--- src/rtl/ubg_cfg.svh ---
// Purpose: constants for the serial data buffer and baud generator
// Assumes: special-function register space, byte wide, eight-bit addresses
// Notes:   offsets are the printed addresses
// What this block does
// - data register write queues a byte; it is sent only while run bit 6 is set
// - byte waits in holding register before shifter
// - data read returns and pops oldest byte
// - receive FIFO holds at most three bytes
// - pending flag stays set while bytes remain
// - run bit 6 gates the baud generator
// - prescale select divides by 12, 4, 48, 1
// - reload-high gives upper eight reload bits
// - reload-low gives lower eight reload bits
// - control bits 5:2 read zero
// - control bit 7 reads zero
`ifndef UBG_CFG_SVH
`define UBG_CFG_SVH

`define UBG_ADDR_CONTROL     8'hAC
`define UBG_ADDR_RELOAD_LOW  8'hB4
`define UBG_ADDR_RELOAD_HIGH 8'hB5
`define UBG_ADDR_DATA        8'hD3

`define UBG_RUN_BIT          6
`define UBG_PS_LSB           0
`define UBG_CONTROL_MASK     8'h43
`define UBG_RESET_BYTE       8'h00

`define UBG_RX_DEPTH         3
`define UBG_TX_FIFO_DEPTH    8

`define UBG_DIV_SEL0         6'd12
`define UBG_DIV_SEL1         6'd4
`define UBG_DIV_SEL2         6'd48
`define UBG_DIV_SEL3         6'd1

`endif

--- src/rtl/ubg_pkg.sv ---
// Purpose: shared types for the serial data buffer and baud generator
// Assumes: nothing beyond the constants header
// Notes:   register access arrives as one packed request
`default_nettype none
package ubg_pkg;

	typedef struct packed {
		logic       wr;
		logic       rd;
		logic [7:0] addr;
		logic [7:0] wdata;
	} ubg_sfr_req_t;

	typedef enum logic [2:0] {
		UBG_TX_IDLE = 3'b001,
		UBG_TX_LOAD = 3'b010,
		UBG_TX_BUSY = 3'b100
	} ubg_tx_state_t;

endpackage
`default_nettype wire

--- src/rtl/ubg_fifo.sv ---
// Purpose: parameterised valid/ready FIFO for bytes on their way to the shifter
// Assumes: one clock, synchronous active-low reset
// Notes:   read data comes from a register; full and empty are exact
`default_nettype none
module ubg_fifo #(
	parameter int WIDTH = 8,
	parameter int DEPTH = 8
) (
	input  wire logic             mclk,
	input  wire logic             rst_n,
	input  wire logic             in_valid,
	output logic                  in_ready,
	input  wire logic [WIDTH-1:0] in_data,
	output logic                  out_valid,
	input  wire logic             out_ready,
	output logic      [WIDTH-1:0] out_data
);
	localparam int AW = $clog2(DEPTH);

	logic [WIDTH-1:0] mem_r [DEPTH];
	logic [AW-1:0]    wp_r;
	logic [AW-1:0]    rp_r;
	logic [AW:0]      cnt_r;
	logic             push;
	logic             pop;

	// out_data is a register: a pop reloads it with the next entry
	assign in_ready = (cnt_r != (AW+1)'(DEPTH));
	assign push     = in_valid && in_ready;
	assign pop      = out_valid && out_ready;

	always_ff @(posedge mclk)
	begin
		if (push)
			mem_r[wp_r] <= in_data;
	end

	always_ff @(posedge mclk)
	begin
		if (!rst_n)
		begin
			wp_r  <= '0;
			rp_r  <= '0;
			cnt_r <= '0;
		end
		else
		begin
			if (push)
				wp_r <= (wp_r == AW'(DEPTH-1)) ? '0 : wp_r + 1'b1;
			if (pop)
				rp_r <= (rp_r == AW'(DEPTH-1)) ? '0 : rp_r + 1'b1;
			cnt_r <= cnt_r + (AW+1)'(push) - (AW+1)'(pop);
		end
	end

	always_ff @(posedge mclk)
	begin
		if (!rst_n)
		begin
			out_valid <= 1'b0;
			out_data  <= '0;
		end
		else if (!out_valid || out_ready)
		begin
			// skid: hold a word in the output register while others wait
			if (cnt_r != '0 && !(out_valid && cnt_r == (AW+1)'(1)))
			begin
				out_valid <= 1'b1;
				out_data  <= out_valid ? mem_r[(rp_r == AW'(DEPTH-1)) ? '0 : rp_r + 1'b1]
				                       : mem_r[rp_r];
			end
			else
				out_valid <= 1'b0;
		end
	end

endmodule // ubg_fifo
`default_nettype wire

--- src/rtl/ubg_core.sv ---
// Purpose: data buffers and baud generator of the secondary serial port
// Assumes: registers reached over the special-function register port
// Notes:   frame format and shifter timing live elsewhere
`include "ubg_cfg.svh"
`default_nettype none
module ubg_core
	import ubg_pkg::*;
(
	input  wire logic         mclk,
	input  wire logic         rst_n,
	input  wire ubg_sfr_req_t sfr_req,
	output logic       [7:0]  sfr_rdata,
	input  wire logic         rx_valid,
	input  wire logic  [7:0]  rx_byte,
	output logic              rx_overrun,
	input  wire logic         pend_clear,
	output logic              receive_pending_flag,
	input  wire logic         shifter_free,
	output logic              shifter_load,
	output logic       [7:0]  shifter_byte,
	output logic              tx_room,
	output logic              baud_tick,
	output logic              port_enable
);

	// ----------------------------------------------------------------
	// registers
	// ----------------------------------------------------------------
	logic [7:0] control_r;
	logic [7:0] reload_low_r;
	logic [7:0] reload_high_r;
	logic       hit_ctl;
	logic       hit_rll;
	logic       hit_rlh;
	logic       hit_dat;

	assign hit_ctl = sfr_req.addr == `UBG_ADDR_CONTROL;
	assign hit_rll = sfr_req.addr == `UBG_ADDR_RELOAD_LOW;
	assign hit_rlh = sfr_req.addr == `UBG_ADDR_RELOAD_HIGH;
	assign hit_dat = sfr_req.addr == `UBG_ADDR_DATA;

	always_ff @(posedge mclk)
	begin
		if (!rst_n)
		begin
			control_r     <= `UBG_RESET_BYTE;
			reload_low_r  <= `UBG_RESET_BYTE;
			reload_high_r <= `UBG_RESET_BYTE;
		end
		else if (sfr_req.wr)
		begin
			// reserved bits are never stored, so they read zero
			if (hit_ctl)
				control_r <= sfr_req.wdata & `UBG_CONTROL_MASK;
			if (hit_rll)
				reload_low_r <= sfr_req.wdata;
			if (hit_rlh)
				reload_high_r <= sfr_req.wdata;
		end
	end

	// ----------------------------------------------------------------
	// transmit path
	// ----------------------------------------------------------------
	logic       txf_in_ready;
	logic       txf_valid;
	logic [7:0] txf_data;
	logic       take;

	// a write only queues the byte; the holding stage feeds the shifter
	ubg_fifo #(
		.WIDTH (8),
		.DEPTH (`UBG_TX_FIFO_DEPTH)
	) u_txf (
		.mclk      (mclk),
		.rst_n     (rst_n),
		.in_valid  (sfr_req.wr && hit_dat),
		.in_ready  (txf_in_ready),
		.in_data   (sfr_req.wdata),
		.out_valid (txf_valid),
		.out_ready (take),
		.out_data  (txf_data)
	);

	ubg_tx_state_t tx_state_r;

	// one hand-off per free shifter; the LOAD and BUSY states hold off a second take
	assign take = (tx_state_r == UBG_TX_IDLE) && shifter_free && port_enable;

	always_ff @(posedge mclk)
	begin
		if (!rst_n)
		begin
			tx_state_r   <= UBG_TX_IDLE;
			shifter_load <= 1'b0;
			shifter_byte <= `UBG_RESET_BYTE;
		end
		else
		begin
			shifter_load <= 1'b0;
			case (tx_state_r)
				UBG_TX_IDLE:
					if (take && txf_valid)
					begin
						shifter_byte <= txf_data;
						shifter_load <= 1'b1;
						tx_state_r   <= UBG_TX_LOAD;
					end
				UBG_TX_LOAD:
					tx_state_r <= UBG_TX_BUSY;
				UBG_TX_BUSY:
					if (shifter_free)
						tx_state_r <= UBG_TX_IDLE;
				default:
					tx_state_r <= UBG_TX_IDLE;
			endcase
		end
	end

	always_ff @(posedge mclk)
	begin
		if (!rst_n)
			tx_room <= 1'b1;
		else
			tx_room <= txf_in_ready;
	end

	// ----------------------------------------------------------------
	// receive FIFO
	// ----------------------------------------------------------------
	logic [7:0] rx_mem_r [`UBG_RX_DEPTH];
	logic [1:0] rx_cnt_r;
	logic       rx_pop;
	logic       rx_push;
	logic [1:0] rx_cnt_nxt;

	assign rx_pop     = sfr_req.rd && hit_dat && (rx_cnt_r != 2'h0);
	assign rx_push    = rx_valid && (rx_cnt_r != 2'(`UBG_RX_DEPTH) || rx_pop);
	assign rx_cnt_nxt = rx_cnt_r + 2'(rx_push) - 2'(rx_pop);

	// shift queue: entry 0 is always the oldest byte
	always_ff @(posedge mclk)
	begin
		if (!rst_n)
			rx_cnt_r <= 2'h0;
		else
			rx_cnt_r <= rx_cnt_nxt;
	end

	genvar gi;
	generate
		for (gi = 0; gi < `UBG_RX_DEPTH; gi++)
		begin : g_rx
			always_ff @(posedge mclk)
			begin
				if (!rst_n)
					rx_mem_r[gi] <= `UBG_RESET_BYTE;
				else if (rx_push && 2'(gi) == rx_cnt_r - 2'(rx_pop))
					rx_mem_r[gi] <= rx_byte;
				else if (rx_pop && gi < `UBG_RX_DEPTH - 1)
					rx_mem_r[gi] <= rx_mem_r[(gi < `UBG_RX_DEPTH - 1) ? gi + 1 : gi];
			end
		end
	endgenerate

	always_ff @(posedge mclk)
	begin
		if (!rst_n)
			rx_overrun <= 1'b0;
		else
			rx_overrun <= rx_valid && !rx_push;
	end

	// a clear cannot win while bytes remain; a new byte beats the clear
	always_ff @(posedge mclk)
	begin
		if (!rst_n)
			receive_pending_flag <= 1'b0;
		else if (rx_push || (rx_cnt_nxt != 2'h0 && (pend_clear || rx_pop)))
			receive_pending_flag <= 1'b1;
		else if (pend_clear)
			receive_pending_flag <= 1'b0;
	end

	// ----------------------------------------------------------------
	// read data
	// ----------------------------------------------------------------
	always_ff @(posedge mclk)
	begin
		if (!rst_n)
			sfr_rdata <= `UBG_RESET_BYTE;
		else if (sfr_req.rd)
		begin
			if (hit_ctl)
				sfr_rdata <= control_r;
			else if (hit_rll)
				sfr_rdata <= reload_low_r;
			else if (hit_rlh)
				sfr_rdata <= reload_high_r;
			else if (hit_dat)
				sfr_rdata <= rx_mem_r[0];
			else
				sfr_rdata <= `UBG_RESET_BYTE;
		end
	end

	// ----------------------------------------------------------------
	// baud generator
	// ----------------------------------------------------------------
	logic       run;
	logic [5:0] div_sel;
	logic [5:0] pre_cnt_r;
	logic       pre_tick;
	logic [15:0] baud_cnt_r;

	assign run = control_r[`UBG_RUN_BIT];

	always_comb
	begin
		case (control_r[`UBG_PS_LSB +: 2])
			2'b00:   div_sel = `UBG_DIV_SEL0;
			2'b01:   div_sel = `UBG_DIV_SEL1;
			2'b10:   div_sel = `UBG_DIV_SEL2;
			default: div_sel = `UBG_DIV_SEL3;
		endcase
	end

	assign pre_tick = run && (pre_cnt_r >= div_sel - 6'd1);

	always_ff @(posedge mclk)
	begin
		if (!rst_n || !run)
			pre_cnt_r <= 6'h0;
		else if (pre_tick)
			pre_cnt_r <= 6'h0;
		else
			pre_cnt_r <= pre_cnt_r + 6'd1;
	end

	always_ff @(posedge mclk)
	begin
		if (!rst_n)
		begin
			baud_cnt_r <= 16'h0000;
			baud_tick  <= 1'b0;
		end
		else if (!run)
		begin
			// parked on the reload value so a restart gives a full period
			baud_cnt_r <= {reload_high_r, reload_low_r};
			baud_tick  <= 1'b0;
		end
		else
		begin
			baud_tick <= 1'b0;
			if (pre_tick)
			begin
				if (baud_cnt_r == 16'hFFFF)
				begin
					baud_cnt_r <= {reload_high_r, reload_low_r};
					baud_tick  <= 1'b1;
				end
				else
					baud_cnt_r <= baud_cnt_r + 16'h0001;
			end
		end
	end

	always_ff @(posedge mclk)
	begin
		if (!rst_n)
			port_enable <= 1'b0;
		else
			port_enable <= run;
	end
endmodule // ubg_core
`default_nettype wire

--- config.mk ---
export PLATFORM = sky130hd
export DESIGN_NAME = ubg_core
export DESIGN_NICKNAME = d
export VERILOG_FILES = /design/src/rtl/ubg_pkg.sv /design/src/rtl/ubg_fifo.sv /design/src/rtl/ubg_core.sv
export VERILOG_INCLUDE_DIRS = /design/src /design/src/rtl
export SDC_FILE = /design/constraint.sdc
export NUM_CORES = 1
export LEC_CHECK = 0
export ABC_AREA = 1
export BUFFER_PORTS_ARGS = -buffer_cell sky130_fd_sc_hd__buf_2
export CORE_ASPECT_RATIO = 1.5
export CORE_UTILIZATION = 50
export CTS_CLUSTER_SIZE = 10
export DETAILED_ROUTE_END_ITERATION = 16
export PLACE_DENSITY = 0.79
export SLEW_MARGIN = 20
export SYNTH_ARGS = -nofsm -noshare
export SYNTH_HDL_FRONTEND = slang
export SYNTH_SLANG_ARGS = --single-unit
--- constraint.sdc ---
create_clock -name mclk -period 2.35 [get_ports mclk]
set_input_delay 0.1175 -clock mclk [delete_from_list [all_inputs] [get_ports mclk]]
set_output_delay 0.1175 -clock mclk [all_outputs]
set_load 0.01 [all_outputs]
==> results of run 1 <==
## metal layers
metal | track usage, % | wire (µm) | vias up
met5 | 0 | 0 | -
met4 | 20.74 | 1822 | 0
met3 | 5.095 | 1265 | 108
met2 | 47.69 | 12450 | 320
met1 | 25.78 | 7995 | 3656
li1 | - | - | 3875
## synthesized netlist by cell type, drive strengths merged
| library cell | number |
|---|---|
| fa | 1 |
| o21ai | 41 |
| clkbuf | 24 |
| nand3b | 2 |
| clkinv | 3 |
| nand3 | 119 |
| a21oi | 73 |
| inv | 144 |
| nand4 | 19 |
| edfxtp | 88 |
| nor3 | 16 |
| nor3b | 1 |
| ha | 21 |
| xor2 | 11 |
| conb | 1 |
| o21bai | 2 |
| o211ai | 17 |
| or2 | 1 |
| xnor2 | 3 |
| nand2 | 317 |
| and2 | 1 |
| dfxtp | 90 |
| nor2 | 135 |
| buf | 21 |
| a211oi | 2 |
## kinds of logic after synthesis
family,after synthesis,share of synthesized area [%]
AO/OA/AOI/OAI,135,8.099
adder cells (fa/ha/maj),22,3.129
AND/OR/NAND/NOR,611,29.64
other,1,0.04149
flip-flops,178,49.18
XOR/XNOR,14,1.357
buffers and inverters,192,8.556
## state kept, by name, indices dropped and copies added (netlist names), 2 cells and up, named ones only
register / flops
pre_cnt_r: 6
u_txf.cnt_r: 4
shifter_byte: 8
rx_cnt_r: 2
u_txf.rp_r: 3
baud_cnt_r: 16
rx_mem_r: 24
control_r: 3
reload_low_r: 8
reload_high_r: 8
u_txf.out_data: 8
u_txf.mem_r: 64
tx_state_r: 3
u_txf.wp_r: 3
sfr_rdata: 8
## critical path: stages (launching register included)
cell	delay, ps
dfxtp_1	440
inv_1	60
nand2_1	90
nand3_2	140
clkinv_2	90
ha_1	170
xor2_1	260
nor2_1	120
nand3_4	100
buf_4	180
nor2_4	70
nand2_1	100
nand2_1	50
## report_power, final
part / switching (mW) / internal [mW] / leakage (nW)
Combinational: 0.190 / 0.0897 / 2.71
Clock: 1.24 / 2.01 / 0.330
Sequential: 0.0195 / 3.30 / 1.55
## stage by stage
step / area (µm²) / power [mW]
floorplan: 9037 / 3.524
global placement: 9638 / 3.643
detailed placement: 9638 / 3.650
CTS: 10410 / 6.873
global route: 10410 / 7.023
finish: 10410 / 6.846
## layout make-up
class	instances	area (µm²)
Multi-Input combinational cell	783	3822
Clock inverter	15	252.7
Clock buffer	17	425.4
Sequential cell	178	4444
Tap cell	213	266.5
Inverter	147	554.3
Timing Repair Buffer	93	640.6
Fill cell	1485	7089
## path summary, 6_finish.rpt
path	endpoint	cells past startpoint	slack, ps	startpoint
max reg2reg	rx_mem_r[1][5]	12	220	rx_cnt_r[1]
min	rx_overrun	3	10	rx_valid
min reg2reg	shifter_byte[7]	2	460	u_txf.out_data[7]
max	rx_mem_r[1][5]	12	220	rx_cnt_r[1]
==> reports/metrics.yaml, run 1 <==
status:
  status: "complete, but fails checks"
  violations: "DRC"
sta:
  hold_viol: 0
  slew_viol_final: 0
  timing.final.crit_share_pct: 90.44
  tightestPinTransition_ps: 684.6
  relSlewSlack_pct: 54.29
  setup_ws_ps: 224.6
  fmax_mhz: 470.5
  finalSetupTns_ps: 0
  hold_slack_ps: 12.35
  grt_setup_unrepaired: "false"
  skew_ps: 10.78
  setup_viol: 0
  period_minus_slack_ps: 2125
drt:
  avgRoutedWirePerCell_um: 16.28
  drtIter0Drc: 560
  routed_via_density: 5.504
  dr.pass1.iters: 11
  drcViolationCount: 3
  wl_um: 23530
  vias: 7959
  final_antenna_net_count: 0
logic_synthesis:
  synth-seq-cells: 178
  syn_nets: 1206
  netlist_top_cells_area: "edfxtp_1, dfxtp_1, nand2_1"
  syn_inst: 1153
  syn-cell-area_mm2: 0.009037
  synth.avg_cell_area_um2: 7.838
  yosys.area.top_type_share_pct: 29.24
  yosysTopAreaCell: "edfxtp_1"
  ys_seq_area_share_pct: 49.18
  synth.distinct_cells: 41
  yosys_warnings: 0
run:
  cap_violations: 0
cts:
  post-cts-setup-buffer-count: 0
  clockBufferDepth: 2
  htree_levels: 4
  worstSkewPairLatency_ps: 440
  postCtsResizedCells: 0
  cts-root-buf: "clkbuf_16"
  cts_hold_repair.buffers: 9
  clock-sinks: 178
  clk_pin_slew_ps: 60
  cts_buffers: 17
  tritoncts: "yes"
placed_design:
  port_buffers: 52
  dp_hpwl_um: 16260
  placedCellCount: 1405
  pre_cts_ws_ps: 83.23
  gp_congestion: 0.9260
cells_and_area:
  drive_gt1_share_pct: 12.00
  diodes: 0
  final_cell_mix: "nand2_1, inv_1, nor2_1, nand3_1, dfxtp_1"
  area_growth_pct: 15.15
  layout_commonest_cell: "nand2_1"
  fin_util_pct: 59.48
  fin_nets: 1273
  finalNonFillerCells: 1446
die:
  fp.coreArea_mm2: 0.01750
  rows: 59
  dieArea_mm2: 0.01863
  die_w_um: 111.8
  die_y_um: 166.7
  start_util_pct: 51.66
  io_pins: 53
setup_path:
  worstSetupPathType: "flop to flop"
  end_kind: "flop"
  critical_path.max_fanout: 9
  worstPathRequired_ps: 2540
  worstPathArrival_ps: 2320
  start_kind: "flop"
global_routing:
  first_global_vias: 7831
  antenna_found_initial: 0
  grt_overflow: 0
  grt_pass1_wl_um: 37940
  grt_max_degree: 58
  grt_usage_pct: 26.25
hold_path:
  hp-class: "input pin to flop"
power:
  ir_drop_v: 0.0004208
  leakage_nw: 4.590
  powerDensity_mw_per_mm2: 657.9
(Power assumes the default switching activity.)
==> run 2, diff against run 1 <==
- PLACE_DENSITY: 0.79 -> 0.77
- clock period: 2.35 -> 2.58 ns (I/O delays scaled with it)
==> reports/metrics.yaml, run 2 (synthesized netlist as in run 1, its figures left out) <==
drt:
  wl_um: 22710
  avgRoutedWirePerCell_um: 15.82
  vias: 7844
  dr.pass1.iters: 7
  final_antenna_net_count: 0
  drtIter0Drc: 648
  drcViolationCount: 0
  routed_via_density: 5.462
global_routing:
  grt_usage_pct: 25.23
  antenna_found_initial: 0
  grt_pass1_wl_um: 36270
  first_global_vias: 7452
  grt_max_degree: 42
  grt_overflow: 0
sta:
  setup_ws_ps: 339.5
  timing.final.crit_share_pct: 86.84
  finalSetupTns_ps: 0
  period_minus_slack_ps: 2240
  relSlewSlack_pct: 30.90
  fmax_mhz: 446.3
  hold_viol: 0
  grt_setup_unrepaired: "false"
  skew_ps: 7.973
  setup_viol: 0
  tightestPinTransition_ps: 1029
  slew_viol_final: 0
die:
  die_y_um: 166.7
  io_pins: 53
  rows: 59
  fp.coreArea_mm2: 0.01750
  dieArea_mm2: 0.01863
  die_w_um: 111.8
  start_util_pct: 51.66
cells_and_area:
  largest-register: "u_txf.mem_r"
  drive_gt1_share_pct: 11.53
  diodes: 0
  largest_register_ffs: 64
  fin_util_pct: 58.39
  fin_area_mm2: 0.01022
  fin_nets: 1263
  final_cell_mix: "nand2_1, inv_1, nor2_1, nand3_1, dfxtp_1"
  area_growth_pct: 13.04
  biggestRegsByFlops: "u_txf.mem_r (64), rx_mem_r (24), baud_cnt_r (16)"
  layout_commonest_cell: "nand2_1"
setup_path:
  critPathSlowestCell: "nor3_1"
  critical_path_buf_inv_count: 2
  end_kind: "flop"
  worstSetupPathType: "flop to flop"
  start_kind: "flop"
  critical_path.max_fanout: 8
  slowest_delay_ps: 790
  crit_family: "simple AND/OR/NAND/NOR gates"
  cp_cell_sequence: "inv_1 -> ha_1 -> nand2_1 -> nor2_1 -> nor2_1 -> nand2_2 -> inv_2 -> nand2_1 -> nor3_1"
  worstPathRequired_ps: 2630
  worstPathArrival_ps: 2290
cts:
  cts_buffers: 17
  clockBufferDepth: 2
  clock-sinks: 178
  htree_levels: 4
  cts-root-buf: "clkbuf_16"
  postCtsResizedCells: 0
  clk_pin_slew_ps: 70
  worstSkewPairLatency_ps: 430
  tritoncts: "yes"
hold_path:
  hp-class: "input pin to flop"
power:
  powerDensity_mw_per_mm2: 583.1
  leakage_nw: 4.502
  ir_drop_v: 0.0003866
placed_design:
  dp_hpwl_um: 16000
  gp_congestion: 0.8963
  pre_cts_ws_ps: 236.8
  post_dp_cell_area_mm2: 0.009570
  port_buffers: 52
status:
  status: "completed"
run:
  cap_violations: 0
## run 2: where the power goes
part	internal, mW	total (mW)	switching (mW)
logic	0.0697	0.242	0.173
registers	3.00	3.02	0.0153
clock network	1.59	2.70	1.11
## run 2: what timing repair did
action                                 4_1_cts  5_1_grt
buffers inserted                             0        0
hold buffers                                 3        0
endpoints found under the hold margin        4        0
## run 2: layer usage
metal	routed length, µm	track usage, %
met2	11930	46.88
met5	0	0
met4	1539	18.80
met1	7982	24.63
met3	1264	4.403
## run 2: cell type report
cell class | instances | area, µm²
fill | 1545 | 7279
clock buffer | 21 | 461.7
tap | 213 | 266.5
sequential | 178 | 4444
timing repair buffer | 83 | 513.0
multi-input combinational | 783 | 3822
clock inverter | 11 | 153.9
inverter | 147 | 554.3
## run 2: path summary, 6_finish.rpt
check | from | cells after the start | slack, ps | endpoint
setup / recovery | u_txf.cnt_r[2] | 9 | 340 | u_txf.mem_r[0][5]
hold / removal | rx_byte[1] | 3 | 20 | rx_mem_r[1][1]
setup reg to reg | u_txf.cnt_r[2] | 9 | 340 | u_txf.mem_r[0][5]
hold reg to reg | u_txf.out_data[3] | 2 | 460 | shifter_byte[3]
## run 2: per-stage QoR
step / cells / hold slack (ps) / power [mW]
2_1_floorplan: 1153 / 227.9 / 3.210
3_3_place_gp: 1401 / 443.0 / 3.311
3_5_place_dp: 1401 / 446.6 / 3.318
4_1_cts: 1436 / 7.206 / 5.974
5_1_grt: 1436 / 20.89 / 6.103
6_report: 1436 / 15.02 / 5.957
## run 2: worst register-to-register path, delay by kind of cell (launching register included)
family / cells / cell delay [ps]
flip-flops: 1 / 310
buffers and inverters: 2 / 120
AND/OR/NAND/NOR: 6 / 1230
adder cells (fa/ha/maj): 1 / 200
==> run 3, diff against run 2 <==
- BUFFER_PORTS_ARGS: -buffer_cell sky130_fd_sc_hd__buf_2 -> unset
- DONT_BUFFER_PORTS: unset -> 1
- PLACE_DENSITY: 0.77 -> 0.74
==> reports/metrics.yaml, run 3 (synthesized netlist as in run 1, its figures left out) <==
status:
  status: "complete, but fails checks"
  violations: "DRC"
sta:
  finalSetupTns_ps: 0
  slew_viol_final: 0
  fmax_mhz: 472.1
  hold_viol: 0
  period_minus_slack_ps: 2118
  setup_ws_ps: 461.6
  skew_ps: 7.534
  setup_viol: 0
  relSlewSlack_pct: 54.16
  grt_setup_unrepaired: "false"
  timing.final.crit_share_pct: 82.11
  tightestPinTransition_ps: 687.6
cells_and_area:
  largest-register: "u_txf.mem_r"
  area_growth_pct: 12.17
  fin_area_mm2: 0.01014
  diodes: 0
  final_cell_mix: "nand2_1, inv_1, nor2_1, nand3_1, dfxtp_1"
  biggestRegsByFlops: "u_txf.mem_r (64), rx_mem_r (24), baud_cnt_r (16)"
  layout_commonest_cell: "nand2_1"
  fin_nets: 1229
  largest_register_ffs: 64
  fin_util_pct: 57.94
  drive_gt1_share_pct: 7.317
  fill_cells: 1531
setup_path:
  worstPathArrival_ps: 2200
  worstPathRequired_ps: 2660
  worstSetupPathType: "flop to flop"
  start_kind: "flop"
  critical_path.max_fanout: 10
  end_kind: "flop"
global_routing:
  first_global_vias: 7530
  grt_pass1_wl_um: 37670
  grt_overflow: 0
  grt_max_degree: 58
  antenna_found_initial: 0
  grt_usage_pct: 26.22
cts:
  htree_levels: 4
  tritoncts: "yes"
  clock-sinks: 178
  postCtsResizedCells: 0
  cts-root-buf: "clkbuf_16"
  clockBufferDepth: 2
  worstSkewPairLatency_ps: 430
  cts_buffers: 17
  cts_hold_repair.buffers: 23
  clk_pin_slew_ps: 70
  post-cts-setup-buffer-count: 0
drt:
  wl_um: 23060
  final_antenna_net_count: 0
  dr.pass1.iters: 13
  avgRoutedWirePerCell_um: 16.45
  drtIter0Drc: 613
  vias: 7601
  routed_via_density: 5.422
  drcViolationCount: 3
die:
  rows: 59
  start_util_pct: 51.66
  fp.coreArea_mm2: 0.01750
  dieArea_mm2: 0.01863
  die_y_um: 166.7
  io_pins: 53
  die_w_um: 111.8
power:
  power_mw: 5.818
  leakage_nw: 4.343
  powerDensity_mw_per_mm2: 573.9
  ir_drop_v: 0.0004606
placed_design:
  dp_hpwl_um: 16050
  pre_cts_ws_ps: 395.3
  gp_congestion: 0.9037
  post_dp_cell_area_mm2: 0.009308
  port_buffers: 0
hold_path:
  hp-class: "input pin to flop"
run:
  cap_violations: 0
==> run 3: cell types whose count changed in the layout (fill, tap and decap cells not counted), sizes merged <==
cell         delta
clkinvlp        -2
bufinv          -2
buf            -53
clkbuf          +4
dlygate4sd3    +19
==> run 3: report_power, final <==
part / internal, mW / switching [mW]
Sequential: 3.00 / 0.0197
Clock: 1.50 / 1.07
Combinational: 0.0709 / 0.153
Total: 4.57 / 1.25
==> run 3: worst max-delay path, cell delays in order (launching register included) <==
cell and delay (ps):
dfxtp_1 350, inv_1 70, nand2_1 50, nand3_2 110
clkinv_2 70, ha_1 360, inv_1 60, nor2_1 210
nand3_4 170, nand3_1 320
==> run 3: stage by stage <==
step	hold slack (ps)	instances
finish	23.89	1402
global route	33.56	1402
CTS	8.704	1402
detailed placement	228.7	1347
global placement	228.8	1347
floorplan	227.9	1153
==> run 3: cell type report <==
| type | count | area [µm²] | share of cell area [%] |
|---|---|---|---|
| Multi-Input combinational cell | 783 | 3822 | 37.71 |
| Tap cell | 213 | 266.5 | 2.629 |
| Clock buffer | 25 | 516.7 | 5.098 |
| Clock inverter | 7 | 72.57 | 0.7159 |
| Inverter | 147 | 554.3 | 5.468 |
| Sequential cell | 178 | 4444 | 43.84 |
| Timing Repair Buffer | 49 | 460.4 | 4.542 |
==> run 3: final timing paths <==
path,startpoint,depth (start not counted),slack [ps],endpoint
setup / recovery,rx_cnt_r[1],9,460,rx_mem_r[0][1]
hold reg to reg,u_txf.out_data[7],2,460,shifter_byte[7]
hold / removal,rst_n,2,20,tx_state_r[0]
setup reg to reg,rx_cnt_r[1],9,460,rx_mem_r[0][1]
==> run 3: layer usage <==
| layer | routed length [µm] | global-route usage (%) |
|---|---|---|
| met5 | 0 | 0 |
| met4 | 1372 | 17.27 |
| met3 | 1132 | 4.767 |
| met2 | 12330 | 48.96 |
| met1 | 8223 | 26.17 |
